**src/design/pdud_pkg.sv**
```systemverilog
`default_nettype none
package pdud_pkg;
  // clock and timing
  localparam int CLOCK_MHZ = 10;
  localparam int REF_RATE_KHZ = 250;
  localparam int MISSING_TIME_NS = 8000;
  localparam int MISSING_CYCLES = MISSING_TIME_NS * CLOCK_MHZ / 1000;
  localparam int LOCK_RANGE_HZ = 10000;
  localparam int WINDOW_US = 1000;
  localparam int WINDOW_CYCLES = WINDOW_US * CLOCK_MHZ;
  localparam int DIFF_LIMIT = LOCK_RANGE_HZ * WINDOW_US / 1000000;

  // divider decode: state reached 155 clocks after zero
  localparam logic [3:0] TC_HEX = 4'hf;
  localparam logic [3:0] TC_DEC = 4'h5;
  localparam logic [3:0] DEC_TOP = 4'h9;
  localparam logic [3:0] PRESET_IDLE = 4'hf;
  localparam logic [3:0] PRESET_START = 4'h0;
  localparam logic [3:0] PRESET_LAST = 4'h7;

  // register map, word indices taken from byte address bits 7:2
  localparam int AXI_AW = 8;
  localparam logic [5:0] IDX_CTRL = 6'h00;
  localparam logic [5:0] IDX_DIGITS = 6'h01;
  localparam logic [5:0] IDX_STATUS = 6'h02;
  localparam logic [5:0] IDX_DIFF = 6'h03;
  localparam logic [1:0] RESP_OKAY = 2'h0;
  localparam logic [1:0] RESP_SLVERR = 2'h2;
  localparam logic [7:0] DIGITS_RESET = 8'h00;

  typedef struct packed {
    logic osc_prev;
    logic ref_prev;
    logic [3:0] dec;
    logic [3:0] hex;
    logic [3:0] preset;
    logic sample;
    logic ref_armed;
    logic sample_armed;
    logic ref_faster;
    logic sample_faster;
    logic diff_pulse;
    logic ramp_en;
    logic sample_sw;
    logic steer_high;
    logic steer_low;
    logic unlock;
    logic rate_over;
    logic ref_missing;
    logic sample_missing;
    logic [15:0] win_cnt;
    logic [7:0] diff_cnt;
    logic [7:0] diff_last;
    logic [7:0] ref_gap;
    logic [7:0] smp_gap;
    logic use_reg_digits;
    logic [7:0] digits;
    logic aw_full;
    logic [5:0] aw_idx;
    logic w_full;
    logic [7:0] w_data;
    logic w_strb0;
    logic awready;
    logic wready;
    logic bvalid;
    logic [1:0] bresp;
    logic arready;
    logic rvalid;
    logic [31:0] rdata;
    logic [1:0] rresp;
  } pdud_state_t;

  localparam pdud_state_t STATE_RESET = '{
    preset: 4'hf,
    digits: 8'h00,
    awready: 1'b1,
    wready: 1'b1,
    arready: 1'b1,
    default: '0
  };
endpackage
`default_nettype wire

```
**src/design/pdud_top.sv**
```systemverilog
`default_nettype none
module pdud_top #(
  parameter int WINDOW_LEN = pdud_pkg::WINDOW_CYCLES
) (
  input wire logic CLOCK,
  input wire logic RESET_N,
  input wire logic OSC_IN,
  input wire logic REF_IN,
  input wire logic [3:0] UNITS_BCD,
  input wire logic [3:0] TENS_BCD,
  output logic SAMPLE_OUT,
  output logic RAMP_ENABLE,
  output logic SAMPLE_SWITCH,
  output logic REF_FASTER,
  output logic SAMPLE_FASTER,
  output logic DIFF_PULSE,
  output logic UNLOCK,
  output logic STEER_HIGH,
  output logic STEER_LOW,
  input wire logic [pdud_pkg::AXI_AW-1:0] S_AXI_AWADDR,
  input wire logic S_AXI_AWVALID,
  output logic S_AXI_AWREADY,
  input wire logic [31:0] S_AXI_WDATA,
  input wire logic [3:0] S_AXI_WSTRB,
  input wire logic S_AXI_WVALID,
  output logic S_AXI_WREADY,
  output logic [1:0] S_AXI_BRESP,
  output logic S_AXI_BVALID,
  input wire logic S_AXI_BREADY,
  input wire logic [pdud_pkg::AXI_AW-1:0] S_AXI_ARADDR,
  input wire logic S_AXI_ARVALID,
  output logic S_AXI_ARREADY,
  output logic [31:0] S_AXI_RDATA,
  output logic [1:0] S_AXI_RRESP,
  output logic S_AXI_RVALID,
  input wire logic S_AXI_RREADY
);

  pdud_pkg::pdud_state_t s_q;
  pdud_pkg::pdud_state_t s_d;
  logic osc_fall;
  logic ref_fall;
  logic sample_fall;
  logic decode_tc;
  logic [7:0] sel_digits;
  logic win_end;

  function automatic logic trailing(input logic prev, input logic cur);
    trailing = prev & ~cur;
  endfunction

  function automatic logic [7:0] sat_inc(input logic [7:0] v);
    sat_inc = (v == 8'hff) ? v : v + 8'h01;
  endfunction

  function automatic logic is_reg(input logic [pdud_pkg::AXI_AW-1:0] a);
    is_reg = (a[pdud_pkg::AXI_AW-1:4] == '0);
  endfunction

  always_comb
  begin
    s_d = s_q;
    s_d.osc_prev = OSC_IN;
    s_d.ref_prev = REF_IN;
    osc_fall = trailing(s_q.osc_prev, OSC_IN);
    ref_fall = trailing(s_q.ref_prev, REF_IN);
    // sample trailing edge is the preset stepping back to idle
    sample_fall = osc_fall && (s_q.preset == pdud_pkg::PRESET_LAST);
    // digits as BCD from pins unless software overrides
    sel_digits = s_q.use_reg_digits ? s_q.digits : {TENS_BCD, UNITS_BCD};
    // decode blocked until the preset is back at idle, stage d high again
    decode_tc = (s_q.hex == pdud_pkg::TC_HEX)
      && (s_q.dec == pdud_pkg::TC_DEC)
      && (s_q.preset == pdud_pkg::PRESET_IDLE);
    win_end = (s_q.win_cnt == 16'h0000);

    // divider
    if (osc_fall)
    begin
      if (decode_tc)
      begin
        s_d.preset = pdud_pkg::PRESET_START;
      end
      else if (s_q.preset != pdud_pkg::PRESET_IDLE)
      begin
        // absorb clocks, stages fill one per clock
        s_d.preset = {s_q.preset[2:0], 1'b1};
      end
      else
      begin
        if (s_q.dec == pdud_pkg::DEC_TOP)
        begin
          s_d.dec = 4'h0;
          s_d.hex = s_q.hex + 4'h1;
        end
        else
        begin
          s_d.dec = s_q.dec + 4'h1;
        end
      end
    end
    // loaded value is the complement of the ratio to 160
    if (!s_q.preset[2])
    begin
      s_d.hex = sel_digits[7:4];
    end
    if (!s_q.preset[1])
    begin
      s_d.dec = sel_digits[3:0];
    end
    s_d.sample = ~s_d.preset[3];

    // discriminator
    s_d.ref_faster = 1'b0;
    s_d.sample_faster = 1'b0;
    s_d.sample_sw = 1'b0;
    if (ref_fall && sample_fall)
    begin
      // coincident edges count as alternation
      s_d.ref_armed = 1'b1;
      s_d.sample_armed = 1'b0;
      s_d.sample_sw = s_q.ref_armed;
    end
    else if (ref_fall)
    begin
      // second reference with no sample between
      s_d.ref_faster = s_q.ref_armed;
      s_d.ref_armed = 1'b1;
      s_d.sample_armed = 1'b0;
    end
    else if (sample_fall)
    begin
      // mirrored path, exclusive by the branch order
      s_d.sample_faster = s_q.sample_armed;
      s_d.sample_armed = 1'b1;
      // clearing the ramp flop closes the sample switch
      s_d.sample_sw = s_q.ref_armed;
      s_d.ref_armed = 1'b0;
    end
    s_d.ramp_en = s_d.ref_armed;
    s_d.diff_pulse = s_q.ref_faster | s_q.sample_faster;

    s_d.ref_gap = ref_fall ? 8'h00 : sat_inc(s_q.ref_gap);
    s_d.smp_gap = sample_fall ? 8'h00 : sat_inc(s_q.smp_gap);
    // timeout is two periods of the reference rate
    s_d.ref_missing = (s_d.ref_gap >= 8'(pdud_pkg::MISSING_CYCLES));
    s_d.sample_missing = (s_d.smp_gap >= 8'(pdud_pkg::MISSING_CYCLES));

    // difference pulses counted over a fixed window
    if (win_end)
    begin
      s_d.win_cnt = 16'(WINDOW_LEN - 1);
      s_d.diff_last = s_q.diff_cnt;
      s_d.rate_over = (s_q.diff_cnt > 8'(pdud_pkg::DIFF_LIMIT));
      s_d.diff_cnt = {7'h00, s_q.diff_pulse};
    end
    else
    begin
      s_d.win_cnt = s_q.win_cnt - 16'h0001;
      s_d.diff_cnt = s_q.diff_pulse ? sat_inc(s_q.diff_cnt) : s_q.diff_cnt;
    end
    s_d.unlock = s_d.rate_over | s_d.ref_missing | s_d.sample_missing;

    if (!s_q.unlock)
    begin
      s_d.steer_high = 1'b0;
      s_d.steer_low = 1'b0;
    end
    else if (s_q.ref_faster)
    begin
      s_d.steer_high = 1'b1;
      s_d.steer_low = 1'b0;
    end
    else if (s_q.sample_faster)
    begin
      s_d.steer_high = 1'b0;
      s_d.steer_low = 1'b1;
    end

    // bus slave: write channels taken in either order
    if (S_AXI_AWVALID && s_q.awready)
    begin
      s_d.aw_full = 1'b1;
      s_d.aw_idx = is_reg(S_AXI_AWADDR) ? S_AXI_AWADDR[7:2] : 6'h3f;
    end
    if (S_AXI_WVALID && s_q.wready)
    begin
      s_d.w_full = 1'b1;
      s_d.w_data = S_AXI_WDATA[7:0];
      s_d.w_strb0 = S_AXI_WSTRB[0];
    end
    if (s_q.aw_full && s_q.w_full && !s_q.bvalid)
    begin
      s_d.bvalid = 1'b1;
      s_d.bresp = pdud_pkg::RESP_OKAY;
      case (s_q.aw_idx)
        pdud_pkg::IDX_CTRL:
        begin
          if (s_q.w_strb0)
          begin
            s_d.use_reg_digits = s_q.w_data[0];
          end
        end
        pdud_pkg::IDX_DIGITS:
        begin
          if (s_q.w_strb0)
          begin
            s_d.digits = s_q.w_data;
          end
        end
        // status and count are read only; writes ignored
        pdud_pkg::IDX_STATUS, pdud_pkg::IDX_DIFF:
        begin
          s_d.bresp = pdud_pkg::RESP_OKAY;
        end
        default:
        begin
          s_d.bresp = pdud_pkg::RESP_SLVERR;
        end
      endcase
    end
    if (s_q.bvalid && S_AXI_BREADY)
    begin
      s_d.bvalid = 1'b0;
      s_d.aw_full = 1'b0;
      s_d.w_full = 1'b0;
    end
    s_d.awready = ~s_d.aw_full;
    s_d.wready = ~s_d.w_full;

    // read channel, answer one cycle after address
    if (S_AXI_ARVALID && s_q.arready)
    begin
      s_d.rvalid = 1'b1;
      s_d.rresp = pdud_pkg::RESP_OKAY;
      s_d.rdata = 32'h00000000;
      case (is_reg(S_AXI_ARADDR) ? S_AXI_ARADDR[7:2] : 6'h3f)
        pdud_pkg::IDX_CTRL:
        begin
          s_d.rdata = {31'h00000000, s_q.use_reg_digits};
        end
        pdud_pkg::IDX_DIGITS:
        begin
          s_d.rdata = {24'h000000, s_q.digits};
        end
        pdud_pkg::IDX_STATUS:
        begin
          s_d.rdata = {26'h0000000, s_q.steer_low, s_q.steer_high,
            s_q.sample_missing, s_q.ref_missing, s_q.rate_over,
            s_q.unlock};
        end
        pdud_pkg::IDX_DIFF:
        begin
          s_d.rdata = {24'h000000, s_q.diff_last};
        end
        default:
        begin
          s_d.rresp = pdud_pkg::RESP_SLVERR;
        end
      endcase
    end
    else if (s_q.rvalid && S_AXI_RREADY)
    begin
      s_d.rvalid = 1'b0;
    end
    s_d.arready = ~s_d.rvalid;
  end

  always_ff @(posedge CLOCK or negedge RESET_N)
  begin
    if (!RESET_N)
    begin
      s_q <= pdud_pkg::STATE_RESET;
    end
    else
    begin
      s_q <= s_d;
    end
  end

  assign SAMPLE_OUT = s_q.sample;
  assign RAMP_ENABLE = s_q.ramp_en;
  assign SAMPLE_SWITCH = s_q.sample_sw;
  assign REF_FASTER = s_q.ref_faster;
  assign SAMPLE_FASTER = s_q.sample_faster;
  assign DIFF_PULSE = s_q.diff_pulse;
  assign UNLOCK = s_q.unlock;
  assign STEER_HIGH = s_q.steer_high;
  assign STEER_LOW = s_q.steer_low;
  assign S_AXI_AWREADY = s_q.awready;
  assign S_AXI_WREADY = s_q.wready;
  assign S_AXI_BVALID = s_q.bvalid;
  assign S_AXI_BRESP = s_q.bresp;
  assign S_AXI_ARREADY = s_q.arready;
  assign S_AXI_RVALID = s_q.rvalid;
  assign S_AXI_RDATA = s_q.rdata;
  assign S_AXI_RRESP = s_q.rresp;
endmodule // pdud_top
`default_nettype wire

```
**config.mk**
```make
export PLATFORM = sky130hd
export DESIGN_NAME = pdud_top
export DESIGN_NICKNAME = d
export VERILOG_FILES = /design/src/design/pdud_pkg.sv /design/src/design/pdud_top.sv
export SDC_FILE = /design/constraint.sdc
export NUM_CORES = 1
export LEC_CHECK = 0
export BUFFER_PORTS_ARGS = -buffer_cell sky130_fd_sc_hd__buf_4
export CAP_MARGIN = 20
export CELL_PAD_IN_SITES_DETAIL_PLACEMENT = 0
export CELL_PAD_IN_SITES_GLOBAL_PLACEMENT = 1
export CORE_AREA = 2 2 118 120
export CTS_CLUSTER_DIAMETER = 60
export DETAILED_ROUTE_END_ITERATION = 10
export DIE_AREA = 0 0 120 122
export PLACE_DENSITY = 0.77
export SLEW_MARGIN = 10
export SYNTH_ARGS = -nofsm -noshare
export SYNTH_HDL_FRONTEND = slang
export SYNTH_SLANG_ARGS = --single-unit
```
**constraint.sdc**
```tcl
create_clock -name CLOCK -period 2.2 [get_ports CLOCK]
set_input_delay 0.33 -clock CLOCK [delete_from_list [all_inputs] [get_ports CLOCK]]
set_output_delay 0.33 -clock CLOCK [all_outputs]
set_load 0.01 [all_outputs]
```
==> key figures <==
Placed design
  – Post-Place Cells: 737
  – Post-detail-place hpwl: 7730 um
  – Gpl congestion: 0.809
  – Port Buffers: 61
  – Placed Area: 0.00611 mm^2

Worst hold path
  – Hold Startpoint: REF_IN
  – WHS Path Cells: 1
  – Hold EP: s_q[141]
  – HP Class: in2reg

Layout
  – Cell area after layout: 0.00672 mm^2
  – Area Overhead vs Synth: 20.0%
  – Share of layout cells above drive strength 1: 0.220
  – Commonest non-fill, non-tap cell in the layout: dfrtp_1
  – Final-layout fill cell count: 1240
  – Final cell utilization of the core: 0.498
  – Most frequent cells in the layout: dfrtp_1, buf_4, nand2_1, nor2_1, conb_1
  – Net count, final: 655
  – Total inserted antenna cells: 0
  – Final Non-Filler Cells: 771

Synth
  – Register area share after synthesis: 0.520
  – Post-synthesis register bit count: 116
  – Cell count after synthesis: 515
  – Top-area cell type share of the netlist area: 0.487
  – Most used DFF post-synth: dfrtp_1
  – Yosys warnings: 0
  – Avg Inst Size Synth: 10.9 um^2
  – Synth area leaders: dfrtp_1, buf_4, dfstp_2
  – Netlist Area Pre-Place: 0.00560 mm^2
  – EDFF count, synth: 0
  – Largest area contributor in the netlist: dfrtp_1
  – Ys async rst share: 1.00
  – Distinct cells, synth: 65

Routing
  – WL per Instance: 13.9 um
  – DR iter-0 viols: 204
  – Routed vias/inst: 4.97
  – Total Wirelength: 10800 um
  – DRT antenna net count: 0
  – Pre-antenna DRT Iters: 4
  – Drt drc: 0
  – Vias: 3833

Timing
  – Tcrit/Tclk final: 0.866
  – Fmax: 0.525 GHz
  – WHS: 0.0419 ns
  – Finish-stage setup viols: 0
  – Crit path time final: 1.91 ns
  – Slew Limit Fails: 0
  – Clock Skews: 0.0139 ns
  – Slew at the pin closest to its max-slew limit: 0.546 ns
  – Slew margin rel.: 0.633
  – Setup TNS: 0 ns
  – Final hold vios: 0
  – RSZ-0062 raised after global routing: false

Critical path
  – Reg2reg end: UNLOCK
  – CP endpoint kind: flip-flop
  – FF-to-FF Start: s_q[99]
  – R2R setup slack: 0.29 ns
  – CP Data Required Time: 2.49 ns
  – Path depth of the worst reg2reg path: 8
  – Worst setup path class: reg2reg
  – Nature of the critical path startpoint: flip-flop
  – CP arrival: 2.19 ns
  – Largest fanout on the critical path: 10

CTS
  – CTS tree: built
  – Clk sink count: 116
  – Clock root buffer master: clkbuf_16
  – CTS resizes: 0
  – Htree depth: 4
  – Clock transition at path regs: 0.06 ns
  – Clock latency on the worst-skew pair: 0.41 ns
  – Clock Path Buffers: 2
  – CTS Buf Count: 17

Floorplanning
  – Num ports: 119
  – Core box area: 0.0135 mm^2
  – Die Wd: 120 um
  – Die Height: 122 um
  – Die area: 0.0146 mm^2
  – Placement Rows: 43
  – Starting density of the core: 0.415

Power
  – Clock power frac: 0.383
  – Pleak: 0.00307 uW
  – Peak supply drop: 0.000556 V
  – Logic pwr share: 0.178
  – Register share of total power: 0.439
  – P_int: 5010 uW
  – Sw Ratio: 0.287
  – Power per cell area: 1040 mW/mm^2
  – P_sw: 2010 uW

Job
  – Max-Cap Viols: 0

Global routing
  – Global-route wire length before repair: 18900 um
  – Largest net degree at the start of global routing: 35
  – Grt ovf: 0
  – Vias in the first global route: 3881
  – Initial antenna violation count: 0
  – GRT Util Overall: 0.165

Run status
  – Outcome: complete, no violations
metal layers:
layer  routed length [um]  track usage  part of all wire  vias up
li1                     -            -                 -     1894
met1                 5270        0.227              0.49     1871
met2                 4920        0.244              0.46       59
met3                  435       0.0454             0.040        9
met4                  129       0.0765             0.012        0
met5                    0            0                 0        -
area by class of cell:
class,instances,area (um^2),share of cell area
timing repair buffer,69,558,0.0830
clock buffer,24,482,0.0717
clock inverter,8,101,0.0151
inverter,17,63.8,0.00950
tap,180,225,0.0335
sequential,116,2910,0.433
multi-input combinational,357,2380,0.354
synthesized netlist by cell type, types with 7 or more instances:
library cell,count
mux2_2,16
clkbuf_1,8
inv_1,17
nand3_1,13
nor2_1,44
dfrtp_1,109
a21oi_1,14
ha_1,8
mux2_1,16
dfstp_2,7
mux2i_1,18
nor3_1,10
xor2_1,7
nand2b_1,7
nand2_1,44
xnor2_1,11
buf_4,37
o21ai_0,25
worst max-delay path by stage:
stage	start	endpoint	slack [ns]	depth (start not counted)
floorplan	s_q[99]	s_q[88]	0.38	7
global placement	s_q[99]	UNLOCK	0.23	7
detailed placement	s_q[99]	UNLOCK	0.15	7
CTS	s_q[99]	UNLOCK	0.14	7
global route	s_q[99]	UNLOCK	0.09	8
finish	s_q[99]	UNLOCK	0.29	8
power by group through the flow:
stage / Sequential [uW] / Clock [uW] / Combinational, uW
finish: 3080 / 2690 / 1250
global route: 3160 / 2860 / 1440
floorplan: 2960 / 0 / 963
global placement: 3090 / 0 / 1220
detailed placement: 3110 / 0 / 1260
CTS: 3080 / 2750 / 1270
critical path, stage by stage (launching register included):
cell and delay (ns):
dfrtp_1 0.41, inv_1 0.07, ha_1 0.17, nor3b_4 0.31, nand3_4 0.18, nor2_4 0.14
buf_12 0.14, mux2i_1 0.25, nand4_1 0.10
registers in the layout, summed over array words and instances, names as in the netlist:
signal,count
S_AXI_BVALID,1
SAMPLE_SWITCH,1
UNLOCK,1
S_AXI_ARREADY,1
S_AXI_AWREADY,1
STEER_HIGH,1
REF_FASTER,1
STEER_LOW,1
S_AXI_RVALID,1
S_AXI_BRESP,1
S_AXI_WREADY,1
SAMPLE_OUT,1
S_AXI_RDATA,8
DIFF_PULSE,1
RAMP_ENABLE,1
SAMPLE_FASTER,1
s_q,92
S_AXI_RRESP,1
stage by stage:
step	setup WS [ns]	total power (uW)
after floorplan	0.378	3930
after global placement	0.225	4310
after detailed placement	0.152	4370
after CTS	0.141	7100
after global routing	0.0936	7460
final	0.294	7020
timing repair:
item / CTS / global route
endpoints found under the setup margin: 0 / 2
endpoints found under the hold margin: 28 / 0
hold buffers: 1 / 0
setup buffers: 0 / 1
cells by family (layout without fill, tap and decap cells):
logic type	Yosys count	after routing	share of synthesized area
multiplexers	51	51	0.101
adder cells (fa/ha/maj)	8	8	0.0179
AND/OR/NAND/NOR	167	167	0.157
AO/OA/AOI/OAI	87	87	0.103
XOR/XNOR	18	18	0.0282
buffers and inverters	67	118	0.0717
other	1	26	0.000670
flip-flops	116	116	0.520
(Power assumes the default switching activity.)
